File: config.mk
export PLATFORM = sky130hd
export DESIGN_NAME = gpios_port
export DESIGN_NICKNAME = d
export VERILOG_FILES = /design/src/pkg/gpios_pkg.sv /design/src/verilog/gpios_port.sv
export SDC_FILE = /design/constraint.sdc
export NUM_CORES = 1
export LEC_CHECK = 0
export ABC_AREA = 1
export BUFFER_PORTS_ARGS = -buffer_cell sky130_fd_sc_hd__buf_2
export CORE_UTILIZATION = 25
export DETAILED_ROUTE_END_ITERATION = 8
export GPL_TIMING_DRIVEN = 1
export HOLD_SLACK_MARGIN = 0.03
export PLACE_DENSITY = 0.53
export RECOVER_POWER = 100
export SETUP_SLACK_MARGIN = 0.5
export SLEW_MARGIN = 30
export SYNTH_ARGS = -nofsm -noshare
export SYNTH_HDL_FRONTEND = slang
export SYNTH_SLANG_ARGS = --single-unit
File: constraint.sdc
create_clock -name clk_i -period 1.9 [get_ports clk_i]
set_clock_uncertainty 0.15 [all_clocks]
set_input_delay 0.285 -clock clk_i [delete_from_list [all_inputs] [get_ports clk_i]]
set_output_delay 0.285 -clock clk_i [all_outputs]
set_load 0.005 [all_outputs]
File: src/pkg/gpios_pkg.sv
// Constants for the eight-pin sensing GPIO port.
// Assumes a 32-bit AXI4-Lite register bus with byte addresses below 0x80.
package gpios_pkg;
    // ------------------------------------------------------------------
    // Register byte offsets
    // ------------------------------------------------------------------
    localparam logic [7:0] OFS_DIR     = 8'h00;
    localparam logic [7:0] OFS_DIRSET  = 8'h04;
    localparam logic [7:0] OFS_DIRCLR  = 8'h08;
    localparam logic [7:0] OFS_DIRTGL  = 8'h0c;
    localparam logic [7:0] OFS_OUT     = 8'h10;
    localparam logic [7:0] OFS_OUTSET  = 8'h14;
    localparam logic [7:0] OFS_OUTCLR  = 8'h18;
    localparam logic [7:0] OFS_OUTTGL  = 8'h1c;
    localparam logic [7:0] OFS_IN      = 8'h20;
    localparam logic [7:0] OFS_MPCMASK = 8'h24;
    localparam logic [7:0] OFS_CFGALL  = 8'h28;
    localparam logic [7:0] OFS_INT0M   = 8'h2c;
    localparam logic [7:0] OFS_INT1M   = 8'h30;
    localparam logic [7:0] OFS_FLAGS   = 8'h34;
    localparam logic [7:0] OFS_BITOP   = 8'h38;
    localparam logic [7:0] OFS_OUTCTL  = 8'h3c;
    localparam logic [7:0] OFS_REMAP   = 8'h40;
    localparam logic [2:0] OFS_CFG_HI  = 3'h3;
    // ------------------------------------------------------------------
    // Pin configuration fields
    // ------------------------------------------------------------------
    localparam int CFG_ISC_LSB = 0;
    localparam int CFG_OPC_LSB = 2;
    localparam int CFG_INV_BIT = 5;
    localparam int CFG_W       = 6;
    typedef enum logic [1:0] {ISC_BOTH = 2'h0, ISC_RISE = 2'h1, ISC_FALL = 2'h2, ISC_LOW = 2'h3} gpios_isc_type;
    localparam logic [2:0] OPC_TOTEM  = 3'h0;
    localparam logic [2:0] OPC_KEEP   = 3'h1;
    localparam logic [2:0] OPC_PD     = 3'h2;
    localparam logic [2:0] OPC_PU     = 3'h3;
    localparam logic [2:0] OPC_WOR    = 3'h4;
    localparam logic [2:0] OPC_WAND   = 3'h5;
    localparam logic [2:0] OPC_WORPD  = 3'h6;
    localparam logic [2:0] OPC_WANDPU = 3'h7;
    // ------------------------------------------------------------------
    // Output control, bit operation and remap fields
    // ------------------------------------------------------------------
    localparam int OCT_PCLK_LSB = 0;
    localparam int OCT_PCLK_EN  = 3;
    localparam int OCT_RTC_LSB  = 4;
    localparam int OCT_RTC_EN   = 7;
    localparam int OCT_EVO_LSB  = 8;
    localparam int OCT_EVO_EN   = 11;
    localparam int OCT_EVCH_LSB = 12;
    localparam int OCT_W        = 14;
    localparam int BOP_BIT_LSB  = 0;
    localparam int BOP_VAL_BIT  = 3;
    localparam int BOP_TGT_BIT  = 4;
    localparam int REMAP_W      = 4;
    // ------------------------------------------------------------------
    // Reset values and bus responses
    // ------------------------------------------------------------------
    localparam logic [7:0]        RST_PORT   = 8'h00;
    localparam logic [CFG_W-1:0]  RST_CFG    = 6'h00;
    localparam logic [OCT_W-1:0]  RST_OUTCTL = 14'h0000;
    localparam logic [1:0]        RESP_OKAY  = 2'h0;
    localparam logic [1:0]        RESP_SLV   = 2'h2;
endpackage

File: src/verilog/gpios_port.sv
// Eight-pin GPIO port with edge/level sensing, two pin interrupts and events.
// Assumes an AXI4-Lite master on clk_i and pads resolved by the surroundings.
// Overview of operation
// - Up to eight pins, numbered from zero
// - Each pin input or output, own configuration
// - Totem, wired-AND, wired-OR, keeper, inverted modes
// - Pull-up or pull-down for inputs and wired modes
// - Keeper weakly holds the last pin level
// - Sense both, rising, falling edge or low level
// - Synchronous sensing only while port clock runs
// - Asynchronous pin change wakes from any sleep
// - Inverted pins invert before the sensing logic
// - Two port interrupts with per-pin masks
// - Set, clear, toggle locations change addressed bits
// - Direction change leaves other pins untouched
// - One write configures all selected pins
// - Single bits set or cleared directly
// - Peripheral and RTC clocks drivable onto pins
// - Event channels drivable onto pins
// - Serial, SPI, timer pins remappable
// - Alternate function may override pin drive
`timescale 1ns/1ps
module gpios_port #(
    parameter int NP = 8
) (
    input  wire logic                          clk_i,
    input  wire logic                          srst_i,
    input  wire logic                          pclk_en_i,
    input  wire logic [7:0]                    awaddr_i,
    input  wire logic                          awvalid_i,
    output logic                               awready_o,
    input  wire logic [31:0]                   wdata_i,
    input  wire logic [3:0]                    wstrb_i,
    input  wire logic                          wvalid_i,
    output logic                               wready_o,
    output logic [1:0]                         bresp_o,
    output logic                               bvalid_o,
    input  wire logic                          bready_i,
    input  wire logic [7:0]                    araddr_i,
    input  wire logic                          arvalid_i,
    output logic                               arready_o,
    output logic [31:0]                        rdata_o,
    output logic [1:0]                         rresp_o,
    output logic                               rvalid_o,
    input  wire logic                          rready_i,
    input  wire logic [NP-1:0]                 pad_in_i,
    output logic [NP-1:0]                      pad_out_o,
    output logic [NP-1:0]                      pad_oe_o,
    output logic [NP-1:0]                      pull_en_o,
    output logic [NP-1:0]                      pull_up_o,
    input  wire logic                          rtc_clk_i,
    input  wire logic [3:0]                    ev_chan_i,
    input  wire logic [NP-1:0]                 alt_en_i,
    input  wire logic [NP-1:0]                 alt_out_i,
    input  wire logic [NP-1:0]                 alt_oe_i,
    output logic [gpios_pkg::REMAP_W-1:0]      remap_o,
    output logic [NP-1:0]                      evt_o,
    output logic                               int0_o,
    output logic                               int1_o,
    output logic                               wake_o
);
    // ------------------------------------------------------------------
    // State
    // ------------------------------------------------------------------
    typedef struct packed {
        logic [NP-1:0]                        dir, out, mpc, m0, m1, flg;
        logic [NP-1:0]                        s1, s2, s3, stab, evt, pdo, poe, pen, pup;
        logic [NP-1:0][gpios_pkg::CFG_W-1:0]  cfg;
        logic [gpios_pkg::OCT_W-1:0]          octl;
        logic [gpios_pkg::REMAP_W-1:0]        remap;
        logic [2:0]                           rs;
        logic                                 rstab, pdiv;
        logic                                 awv, wv, bv, rv;
        logic [7:0]                           awa;
        logic [31:0]                          wd, rd;
        logic [3:0]                           ws;
        logic [1:0]                           br, rr;
    } gpios_state_type;

    gpios_state_type q, n;
    logic [NP-1:0]   set_v;
    logic [NP-1:0]   agree;
    logic            wr_now;

    if (NP < 1 || NP > 8) begin : g_chk
        $error("NP must lie between 1 and 8");
    end

    // ------------------------------------------------------------------
    // Helpers
    // ------------------------------------------------------------------
    function automatic logic sense(input logic [1:0] isc, input logic o, input logic nw);
        case (gpios_pkg::gpios_isc_type'(isc))
            gpios_pkg::ISC_BOTH: sense = o ^ nw;
            gpios_pkg::ISC_RISE: sense = ~o & nw;
            gpios_pkg::ISC_FALL: sense = o & ~nw;
            default:             sense = ~nw;
        endcase
    endfunction

    function automatic logic cfg_hit(input logic [7:0] a);
        cfg_hit = (a[7:5] == gpios_pkg::OFS_CFG_HI) && (a[1:0] == 2'h0) && (int'(a[4:2]) < NP);
    endfunction

    function automatic logic addr_ok(input logic [7:0] a);
        addr_ok = ((a[1:0] == 2'h0) && (a <= gpios_pkg::OFS_REMAP)) || cfg_hit(a);
    endfunction

    function automatic logic [31:0] smask(input logic [3:0] s);
        for (int b = 0; b < 4; b++) begin
            smask[8*b +: 8] = {8{s[b]}};
        end
    endfunction

    assign awready_o = !q.awv && !q.bv;
    assign wready_o  = !q.wv && !q.bv;
    assign arready_o = !q.rv;
    assign wr_now    = q.awv && q.wv;
    assign agree     = q.s2 ~^ q.s3;

    // ------------------------------------------------------------------
    // Next state
    // ------------------------------------------------------------------
    always_comb begin
        logic [31:0]   m;
        logic [31:0]   w;
        logic [NP-1:0] wn;
        logic [NP-1:0] clr;
        logic [2:0]    b;
        logic          v, oe, pe, pu, inv;
        logic [2:0]    opc;
        m   = smask(q.ws);
        w   = q.wd & m;
        wn  = w[NP-1:0];
        clr = '0;
        b   = w[gpios_pkg::BOP_BIT_LSB +: 3];
        v   = 1'b0;
        oe  = 1'b0;
        pe  = 1'b0;
        pu  = 1'b0;
        inv = 1'b0;
        opc = '0;
        n   = q;
        set_v = '0;
        // Pin and RTC clock synchronisers; a change counts once stages two and three agree
        n.s1 = pad_in_i;
        n.s2 = q.s1;
        n.s3 = q.s2;
        for (int i = 0; i < NP; i++) begin
            if (agree[i]) begin
                n.stab[i] = q.s3[i];
            end
        end
        n.rs = {q.rs[1:0], rtc_clk_i};
        if (q.rs[1] == q.rs[2]) begin
            n.rstab = q.rs[2];
        end
        n.pdiv = ~q.pdiv;
        // Edge and level detection on the inverted-as-configured pin value
        if (pclk_en_i) begin
            for (int i = 0; i < NP; i++) begin
                inv      = q.cfg[i][gpios_pkg::CFG_INV_BIT];
                set_v[i] = sense(q.cfg[i][gpios_pkg::CFG_ISC_LSB +: 2],
                                 q.stab[i] ^ inv, n.stab[i] ^ inv);
            end
        end
        n.evt = set_v;
        // Read channel
        if (arvalid_i && arready_o) begin
            n.rv = 1'b1;
            n.rr = addr_ok(araddr_i) ? gpios_pkg::RESP_OKAY : gpios_pkg::RESP_SLV;
            n.rd = '0;
            case (araddr_i)
                gpios_pkg::OFS_DIR:     n.rd = 32'(q.dir);
                gpios_pkg::OFS_OUT:     n.rd = 32'(q.out);
                gpios_pkg::OFS_IN:      n.rd = 32'(q.stab);
                gpios_pkg::OFS_MPCMASK: n.rd = 32'(q.mpc);
                gpios_pkg::OFS_INT0M:   n.rd = 32'(q.m0);
                gpios_pkg::OFS_INT1M:   n.rd = 32'(q.m1);
                gpios_pkg::OFS_FLAGS: begin
                    n.rd = 32'(q.flg);
                    clr  = q.flg;
                end
                gpios_pkg::OFS_OUTCTL:  n.rd = 32'(q.octl);
                gpios_pkg::OFS_REMAP:   n.rd = 32'(q.remap);
                default: begin
                    if (cfg_hit(araddr_i)) begin
                        n.rd = 32'(q.cfg[araddr_i[4:2]]);
                    end
                end
            endcase
        end else if (q.rv && rready_i) begin
            n.rv = 1'b0;
        end
        // Sticky flags: a new event wins over the clear-on-read
        n.flg = (q.flg & ~clr) | set_v;
        // Write channel: address and data taken in either order
        if (awvalid_i && awready_o) begin
            n.awv = 1'b1;
            n.awa = awaddr_i;
        end
        if (wvalid_i && wready_o) begin
            n.wv = 1'b1;
            n.wd = wdata_i;
            n.ws = wstrb_i;
        end
        if (wr_now) begin
            n.awv = 1'b0;
            n.wv  = 1'b0;
            n.bv  = 1'b1;
            n.br  = addr_ok(q.awa) ? gpios_pkg::RESP_OKAY : gpios_pkg::RESP_SLV;
            case (q.awa)
                gpios_pkg::OFS_DIR:     n.dir = (q.dir & ~m[NP-1:0]) | wn;
                gpios_pkg::OFS_DIRSET:  n.dir = q.dir | wn;
                gpios_pkg::OFS_DIRCLR:  n.dir = q.dir & ~wn;
                gpios_pkg::OFS_DIRTGL:  n.dir = q.dir ^ wn;
                gpios_pkg::OFS_OUT:     n.out = (q.out & ~m[NP-1:0]) | wn;
                gpios_pkg::OFS_OUTSET:  n.out = q.out | wn;
                gpios_pkg::OFS_OUTCLR:  n.out = q.out & ~wn;
                gpios_pkg::OFS_OUTTGL:  n.out = q.out ^ wn;
                gpios_pkg::OFS_MPCMASK: n.mpc = (q.mpc & ~m[NP-1:0]) | wn;
                gpios_pkg::OFS_CFGALL: begin
                    for (int i = 0; i < NP; i++) begin
                        if (q.mpc[i] && q.ws[0]) begin
                            n.cfg[i] = w[gpios_pkg::CFG_W-1:0];
                        end
                    end
                end
                gpios_pkg::OFS_INT0M:   n.m0 = (q.m0 & ~m[NP-1:0]) | wn;
                gpios_pkg::OFS_INT1M:   n.m1 = (q.m1 & ~m[NP-1:0]) | wn;
                gpios_pkg::OFS_BITOP: begin
                    if (q.ws[0] && int'(b) < NP) begin
                        if (w[gpios_pkg::BOP_TGT_BIT]) begin
                            n.out[b] = w[gpios_pkg::BOP_VAL_BIT];
                        end else begin
                            n.dir[b] = w[gpios_pkg::BOP_VAL_BIT];
                        end
                    end
                end
                gpios_pkg::OFS_OUTCTL:  n.octl = (q.octl & ~m[gpios_pkg::OCT_W-1:0]) | w[gpios_pkg::OCT_W-1:0];
                gpios_pkg::OFS_REMAP:   n.remap = (q.remap & ~m[3:0]) | w[3:0];
                default: begin
                    if (cfg_hit(q.awa) && q.ws[0]) begin
                        n.cfg[q.awa[4:2]] = w[gpios_pkg::CFG_W-1:0];
                    end
                end
            endcase
        end else if (q.bv && bready_i) begin
            n.bv = 1'b0;
        end
        // Pad drive, pull and overrides per pin
        for (int i = 0; i < NP; i++) begin
            opc = q.cfg[i][gpios_pkg::CFG_OPC_LSB +: 3];
            v   = q.out[i] ^ q.cfg[i][gpios_pkg::CFG_INV_BIT];
            if (q.octl[gpios_pkg::OCT_PCLK_EN] && q.octl[gpios_pkg::OCT_PCLK_LSB +: 3] == 3'(i)) begin
                v = q.pdiv;
            end
            if (q.octl[gpios_pkg::OCT_RTC_EN] && q.octl[gpios_pkg::OCT_RTC_LSB +: 3] == 3'(i)) begin
                v = q.rstab;
            end
            if (q.octl[gpios_pkg::OCT_EVO_EN] && q.octl[gpios_pkg::OCT_EVO_LSB +: 3] == 3'(i)) begin
                v = ev_chan_i[q.octl[gpios_pkg::OCT_EVCH_LSB +: 2]];
            end
            oe = q.dir[i];
            pe = 1'b0;
            pu = 1'b0;
            case (opc)
                gpios_pkg::OPC_KEEP: begin
                    pe = 1'b1;
                    pu = q.stab[i];
                end
                gpios_pkg::OPC_PD:     pe = ~q.dir[i];
                gpios_pkg::OPC_PU: begin
                    pe = ~q.dir[i];
                    pu = 1'b1;
                end
                gpios_pkg::OPC_WOR:    oe = q.dir[i] & v;
                gpios_pkg::OPC_WAND:   oe = q.dir[i] & ~v;
                gpios_pkg::OPC_WORPD: begin
                    oe = q.dir[i] & v;
                    pe = 1'b1;
                end
                gpios_pkg::OPC_WANDPU: begin
                    oe = q.dir[i] & ~v;
                    pe = 1'b1;
                    pu = 1'b1;
                end
                default: ;
            endcase
            if (alt_en_i[i]) begin
                v  = alt_out_i[i];
                oe = alt_oe_i[i];
            end
            n.pdo[i] = v;
            n.poe[i] = oe;
            n.pen[i] = pe;
            n.pup[i] = pu;
        end
    end

    always_ff @(posedge clk_i) begin
        if (srst_i) begin
            q       <= '0;
            q.dir   <= gpios_pkg::RST_PORT[NP-1:0];
            q.out   <= gpios_pkg::RST_PORT[NP-1:0];
            q.cfg   <= {NP{gpios_pkg::RST_CFG}};
            q.octl  <= gpios_pkg::RST_OUTCTL;
        end else begin
            q <= n;
        end
    end

    // ------------------------------------------------------------------
    // Outputs
    // ------------------------------------------------------------------
    assign bvalid_o  = q.bv;
    assign bresp_o   = q.br;
    assign rvalid_o  = q.rv;
    assign rdata_o   = q.rd;
    assign rresp_o   = q.rr;
    assign pad_out_o = q.pdo;
    assign pad_oe_o  = q.poe;
    assign pull_en_o = q.pen;
    assign pull_up_o = q.pup;
    assign remap_o   = q.remap;
    assign evt_o     = q.evt;
    assign int0_o    = |(q.flg & q.m0);
    assign int1_o    = |(q.flg & q.m1);

    // Asynchronous sensing: raw pin against last stable level, no clock needed
    always_comb begin
        logic inv;
        wake_o = 1'b0;
        inv    = 1'b0;
        if (!pclk_en_i) begin
            for (int i = 0; i < NP; i++) begin
                inv = q.cfg[i][gpios_pkg::CFG_INV_BIT];
                if ((q.m0[i] | q.m1[i]) && sense(q.cfg[i][gpios_pkg::CFG_ISC_LSB +: 2],
                                                 q.stab[i] ^ inv, pad_in_i[i] ^ inv)) begin
                    wake_o = 1'b1;
                end
            end
        end
    end
endmodule // gpios_port

-- After elaboration in Yosys (flattened, before gate mapping)
Cells that the tools add are included.
- muxes and demuxes: 142
- magnitude comparators: 8
- reduce and logical (&&, ||, !) cells: 140
- bitwise logic cells: 177
- equality and inequality tests: 129
- operator list (kind ; count):
    equality test 3 bit (second input constant) ; 44
    one-hot mux 14 bit (9 select lines) ; 1
    equality test 8 x 6 -> 1 bit (second input constant) ; 12
    one-hot mux 48 bit (2 select lines) ; 1
    AND 8 bit ; 10
    one-hot mux 8 bit (5 select lines) ; 2
    equality test 3 x 2 -> 1 bit (second input constant) ; 24
    2-to-1 mux 1 bit ; 71
    2-to-1 mux 6 bit ; 11
    OR reduction 2 bit ; 33
    bitwise OR 8 bit ; 8
    logical AND 1 bit ; 55
    AND 1 bit ; 48
    bitwise mux 48 bit ; 1
    2-to-1 mux 48 bit ; 1
    one-hot mux 1 bit (2 select lines) ; 24
    one-hot mux 1 bit (3 select lines) ; 16
    XOR 1 bit ; 48
    NOT 1 bit ; 42
    equality test 8 x 5 -> 1 bit (second input constant) ; 5
    2-to-1 mux 8 bit ; 5
    AND reduction 4 bit ; 10
    equality test 3 x 1 -> 1 bit (second input constant) ; 11
    AND 14 bit ; 2
    other kinds (38) ; 111
- logic and storage cells: 634
- bits in registers: 255
- input port bits: 97
- output and inout bits: 88

-- Depth between registers and ports, before layout
Gate-level depths: netlist of the first run.
- depth after elaboration: 15
- gate-level depth with buffers: 12
- gate-level depth less buffers: 12

-- Least setup slack after synthesis of the first run
Ideal clock, no wire load.
- path type: reg2out
- start: reg q[154] in the netlist's numbering
- end: out wake_o
- buffers on the path: 1
- slack: -0.126 ns
- arrival: 1.591 ns
- data required time: 1.465 ns
- cell stages (with the launch flop): 12
- cell sequence: dfxtp_1 > clkbuf_1 > xnor2_1 > inv_1 > ha_1 > o31ai_1 > inv_1 > a21oi_1 > nor2_1 > nand2_1 > nor2_1 > nor2_1
- word-level cells in the longest chain between the ends: 8
- elaborated cells on any way between the ends: 12
- classes of those cells: 4 x mux; 7 x bitwise; 1 x reduce/logical
- RTL lines (element ; line ; source):
    start: declaration ; gpios_port.sv:80 ; gpios_state_type q, n;
    start signal: assignment ; gpios_port.sv:309 ; q <= n;
    XOR 1 bit ; gpios_port.sv:339 ; q.stab[i] ^ inv, pad_in_i[i] ^ inv)) begin
    NOT 1 bit, on equally long branches ; gpios_port.sv:96, gpios_port.sv:97, gpios_port.sv:95 ;
    AND 1 bit, on equally long branches ; gpios_port.sv:96, gpios_port.sv:95 ;
    one-hot mux 1 bit (3 select lines) * ; gpios_port.sv:93 ; case (gpios_pkg::gpios_isc_type'(isc))
    2-to-1 mux 1 bit * ; gpios_port.sv:335 ; if (!pclk_en_i) begin
    logical AND 1 bit * ; gpios_port.sv:338 ; if ((q.m0[i] | q.m1[i]) && sense(q.cfg[i][gpios_pkg::CFG_ISC_LSB +: 2],
    2-to-1 mux 1 bit * ; gpios_port.sv:338 ;
    2-to-1 mux 1 bit * ; gpios_port.sv:335 ;
    end: declaration ; gpios_port.sv:60 ; output logic wake_o
Mark *: on every way between the ends. The rest lies on a longest branch, timed or not. The select of a mux whose other input is x is not followed.

-- Worst setup path in the final report of the first run
- start: reg q[112] in the netlist's numbering
- end: out wake_o
- word-level cells in the longest chain between the ends: 15
- elaborated cells on any way between the ends: 19
- classes of those cells: 11 x mux; 7 x bitwise; 1 x reduce/logical
- RTL lines (element ; line):
    XOR 1 bit ; gpios_port.sv:339
    NOT 1 bit, on equally long branches ; gpios_port.sv:96, gpios_port.sv:97, gpios_port.sv:95
    AND 1 bit, on equally long branches ; gpios_port.sv:96, gpios_port.sv:95
    one-hot mux 1 bit (3 select lines) * ; gpios_port.sv:93
    2-to-1 mux 1 bit * ; gpios_port.sv:335
    logical AND 1 bit * ; gpios_port.sv:338
    2-to-1 mux 1 bit * (8 in a row) ; gpios_port.sv:338
    2-to-1 mux 1 bit * ; gpios_port.sv:335
Marked as above.

==> results.cfg, run 1 <==
[clock_tree]
cts_tree = built
htree_levels = 1
cts_sinks = 235
clk_pin_slew_worst_paths_ps = 60
clock_path_buffers = 3
cts-root-buf = clkbuf_16
clock_latency_ps = 590
cts_buffers = 30

[critical_path]
startpoint = q[112]
critical_path_class = flip-flop to output pin
r2r_end = q[145]
arrival_ps = 2360
cp-end-kind = output pin
worstRegToRegCells = 12
required_ps = 1460
worst-path-max-fanout = 3
cp-start-kind = flip-flop
regToRegStartpoint = q[72]
r2r_slack_ps = -210
timing.critical_path.to = wake_o

[finish]
layout_common_cells = nand2_1, nor2_1, buf_4, inv_1, dfxtp_1
drive_gt1_share_pct = 43.2
final_common_cell = nand2_1
synthToLayoutAreaGrowth_pct = 64.4
final_core_util_pct = 41.6
layout.nets = 2694
antennaDiodeCount = 0

[power_and_ir_drop]
fin_total_pwr_w = 0.0131
p_leak_nw = 9.39
cellPowerDensity_nw_per_um2 = 585
ir_drop_mv = 0.622

[placed_design]
gp_congestion = 0.979
dpl_worst_slack_ps = -435
io_buffers = 144
dp.final_hpwl_mm = 45.7

[die]
dieHeight_microns = 236
io_pins = 185
dieArea_sq_um = 55500
die_w_microns = 236
initial_core_util_pct = 25.3
core-area_sq_um = 53800
fp-row-count = 85

[global_routing]
grt-ovfl-total = 0
grt_pass1_vias = 15200
grt-busiest-layer = met2
grt_max_degree = 51
antenna_found_initial = 0
grt_first_pass_wirelength_mm = 90.9
grtUsageMet1_pct = 27.5
globalRouteTotalUtil_pct = 21.6
use_met2_pct = 37.4
met3_usage_pct = 2.45

[detailed_routing]
via_count = 15700
drcViolationCount = 0
route.detailed.wl_per_inst_microns = 19.4
drt_iter0_markers = 971
antenna_left = 0
viasPerCell = 4.79
firstDrtPassIters = 5
routed_wl_mm = 63.2

[logic_synthesis]
ys_ff_latch = 235
seq_area_frac_synth_pct = 34.5
avgSynthCellArea_sq_um = 6.50
yosysWarnings = 0
syn-cell-area_sq_um = 13600
synth_cells = 2096
ys_types = 46
synth_edf_count = 0
async_flop_share_pct = 0
synth_flop_cell = dfxtp_1

[run]
maxCapViolations = 1

[sta]
period_needed_ps = 2800
period_share_pct = 147
fmax_ghz = 0.358
setup_ws_ps = -896
worst_slew_margin_rel_pct = -5.37
finalHoldViolCount = 0
drv_slew = 51
tightest_slew_ps = 1580
finalSetupTns_ps = -17480
setup_viol = 149
rsz0062_at_grt = yes
hold_slack_ps = 54.3

[outcome]
status = finished with violations
violations = capacitance limit, slew limit, setup timing

[worst_hold_path]
min-delay-path-class = input port to flip-flop
layout make-up:
cell class	instances	area [sq um]
Clock inverter	7	85.1
Clock buffer	46	942
Timing Repair Buffer	555	4880
Multi-Input combinational cell	1479	9670
Inverter	248	1080
Sequential cell	235	4880
Fill cell	5503	31400
Tap cell	696	871
per-layer routing:
metal  wire length [microns]  share of wire, %
met5                       0                 0
met4                    2510               4.0
met3                    3320               5.2
met2                   30400                48
met1                   27000                43
cell usage after synthesis, types with 3 or more instances:
cell      number  area share, %
nor2_4         3           0.25
buf_4         85            4.7
o21bai_1       3           0.17
nand2_2        5           0.23
nor2_1       304            8.4
o21ai_0      115            4.2
a211oi_1       9           0.50
nand2_1      467             13
or2_2          8           0.37
xor2_1        14           0.90
nand3_2        4           0.29
buf_2         17           0.62
o311ai_0       3           0.19
nor3_1        18           0.66
a21oi_1      148            5.4
inv_1        226            6.2
a31oi_1        3           0.14
buf_1         11           0.30
nor2_2         3           0.14
xnor2_1       10           0.64
nand4_1       67            3.1
o22ai_1        9           0.41
a311oi_1       4           0.26
dfxtp_1      235             35
o211ai_1       9           0.50
ha_1          48            4.4
inv_2         19           0.52
clkinv_1       3          0.083
clkbuf_1      44            1.2
nand3_1      183            6.7
how the worst min path moves through the flow:
stage               startpoint           to  slack (ps)  cells past startpoint
detailed placement      n[216]       n[208]         240                      2
floorplan               n[213]       n[205]         230                      2
global placement        n[216]       n[208]         230                      2
CTS                  arvalid_i  rdata_o[13]          30                      5
finish               arvalid_i  rdata_o[13]          50                      5
global route         arvalid_i   rdata_o[5]          80                      5
power breakdown:
group | total, W | internal, W | switching [W]
logic | 0.00203 | 0.000865 | 0.00117
registers | 0.00510 | 0.00500 | 0.000106
clock network | 0.00597 | 0.00364 | 0.00233
total | 0.0131 | 0.00950 | 0.00361
logic make-up (layout without fill, tap and decap cells):
family | count (synthesis) | count (layout) | synth area share, %
xor+xnor | 24 | 24 | 1.54
compound gates | 316 | 316 | 12.6
simple gates | 1067 | 1071 | 33.3
flops | 235 | 235 | 34.5
fa+ha+maj | 48 | 48 | 4.41
other cells | 1 | 20 | 0.0275
buf+inv | 405 | 856 | 13.6
critical path, cell delays in order (launching register included):
cell	delay, ps
dfxtp_4	360
xnor2_2	150
buf_4	150
ha_4	140
nor3b_2	140
nor3b_1	200
nor2_1	70
nor2_1	120
nand3_2	130
nor2_2	140
nor2_1	50
buf_2	120
timing repair:
action / in CTS / in global routing
setup buffers: 52 / 52
hold buffers: 67 / 0
resized for setup: 331 / 456
setup endpoints to repair: 242 / 243
endpoints found under the hold margin: 61 / 0
pin swaps: 160 / 204
gates cloned: 9 / 8
per-stage QoR:
| stage | std cells | area, sq um |
|---|---|---|
| global route | 3266 | 22400 |
| CTS | 3206 | 20500 |
| finish | 3266 | 22400 |
| floorplan | 2115 | 14700 |
| global placement | 3025 | 17100 |
| detailed placement | 3025 | 17100 |
Note: power is estimated with default switching activity, not from simulation.
==> run 2: changes to the inputs <==
Settings changed: PLACE_DENSITY 0.53 to 0.51.
Clock period 1.9 ns to 3.6 ns, I/O delays scaled along.
==> run 2 against run 1 <==
The run ends with capacitance limit, slew limit left. Die area is the same. Power fell by 51%. Sequential power is 47% lower. Cell area decreased by 29%. Count of clock-buffer cells in the layout down 7. Core utilization decreased by 12 points. Sequential cell count is the same. Setup slack improved by 1300 ps. Worst hold slack got worse by 4.3 ps. Critical path type unchanged. Largest cell class unchanged. Highest routed layer unchanged.
==> results.cfg, run 2 (synthesized netlist as in run 1, its figures left out) <==
[critical_path]
worst-path-max-fanout = 4
path_cells = xnor2_4 -> inv_1 -> ha_1 -> nand3_1 -> nand2_1 -> nor2_2 -> o21ai_2 -> o21ai_1 -> nand3_1 -> nor2_2 -> nor2_1 -> buf_2
cp_top_family = flip-flops
max_stage_delay_ps = 600
cp.depth = 12
cp-end-kind = output pin
worst-path-buf-inv = 2
regToRegStartpoint = q[74]
critical_path_class = flip-flop to output pin
r2r_slack_ps = 740
cp-start-kind = flip-flop
required_ps = 2910
arrival_ps = 2520
r2r_end = q[259]
crit_slowest_cell = dfxtp_1
worstRegToRegCells = 8

[clock_tree]
cts_sinks = 235
cts_tree = built
clock_latency_ps = 580
clock_path_buffers = 3
cts-root-buf = clkbuf_16
clk_pin_slew_worst_paths_ps = 60
cts_buffers = 30
htree_levels = 1

[global_routing]
grt_max_degree = 89
grt_pass1_vias = 13100
globalRouteTotalUtil_pct = 18.8
antenna_found_initial = 3
grt-ovfl-total = 0
grt_first_pass_wirelength_mm = 79.7

[power_and_ir_drop]
p_leak_nw = 6.85
fin_total_pwr_w = 0.00640
cellPowerDensity_nw_per_um2 = 401
ir_drop_mv = 0.280

[sta]
tightest_slew_ps = 2440
worst_slew_margin_rel_pct = -62.4
finalSetupTns_ps = 0
setup_ws_ps = 392
rsz0062_at_grt = yes
drv_slew = 43
period_share_pct = 89.1
fmax_ghz = 0.312
period_needed_ps = 3210
finalHoldViolCount = 0
setup_viol = 0

[die]
dieHeight_microns = 236
dieArea_sq_um = 55500
fp-row-count = 85
initial_core_util_pct = 25.3
core-area_sq_um = 53800
io_pins = 185
die_w_microns = 236

[detailed_routing]
antenna_left = 0
drcViolationCount = 0
via_count = 13800
route.detailed.wl_per_inst_microns = 18.5
firstDrtPassIters = 8
drt_iter0_markers = 1135
viasPerCell = 4.78
routed_wl_mm = 53.3

[worst_hold_path]
min-delay-path-class = input port to flip-flop
min_to = bvalid_o
min_from = bready_i
hold_depth = 4

[finish]
layout.nets = 2314
layout_common_cells = nand2_1, nor2_1, inv_1, dfxtp_1, nand3_1
drive_gt1_share_pct = 12.5
fill_cells = 5974
final_common_cell = nand2_1
final_core_util_pct = 29.6
synthToLayoutAreaGrowth_pct = 17.0

[outcome]
status = finished with violations
violations = capacitance limit, slew limit

[run]
maxCapViolations = 1

[placed_design]
dpl_worst_slack_ps = 698
io_buffers = 144
dp.final_hpwl_mm = 40.9
gp_congestion = 0.954
[run 2: cell count changes in the layout (fill, tap and decap cells not counted), sizes merged]
cell / before / now
bufinv: 2 / 3
inv: 239 / 244
buf: 440 / 137
diode: 0 / 2
nand2: 473 / 472
dlygate4sd3: 67 / 1
clkbuf: 94 / 80
nand3: 190 / 187
clkinv: 10 / 13
[run 2: cell type report]
cell class	instances	area (sq um)	share of cell area, %
clock inverters	16	188	1.18
multi-input cells	1475	7410	46.5
diodes	2	5.00	0.0314
clock buffers	39	846	5.31
repair buffers	179	940	5.89
flip-flops and latches	235	4750	29.8
inverters	248	932	5.85
well taps	696	871	5.46
[run 2: worst max-delay path by stage]
stage,end,start
floorplan,wake_o,pad_in_i[5]
detailed placement,wake_o,pad_in_i[7]
finish,wake_o,q[201]
global route,wake_o,q[201]
global placement,wake_o,pad_in_i[7]
CTS,wake_o,q[154]
[run 2: metrics by stage]
stage               instances  hold WS (ps)  area (sq um)
floorplan                2115           238         13700
global placement         2824           242         14600
detailed placement       2824           248         14600
CTS                      2883          32.1         15800
global route             2890          46.3         15900
finish                   2890          50.0         15900
[run 2: routing by layer]
layer	track usage [%]	share of wire, %	vias up
met5	0	0	-
met4	7.33	3.4	0
met3	2.13	5.4	77
met2	31.4	47	420
met1	24.8	44	6469
li1	-	-	6840
[run 2: power breakdown]
part | internal, W | total, W | switching, W | leakage [nW]
clock | 0.00187 | 0.00313 | 0.00126 | 0.497
sequential | 0.00265 | 0.00271 | 0.0000568 | 1.92
combinational | 0.000168 | 0.000562 | 0.000394 | 4.43
[run 2: what timing repair did]
item	CTS	global route
hold buffers	1	0
gates resized for setup	47	19
pin swaps	1	14
setup buffers	3	5
endpoints found under the hold margin	1	0
endpoints found under the setup margin	1	1
[run 2: worst reg2reg max path, stage by stage (launching register included)]
cell and delay, ps:
dfxtp_1 410, inv_1 280, nand2_1 200, nor2_2 630, nand2_1 170, nand3_1 540
nor2_1 110, nand2_1 80, a21oi_1 60
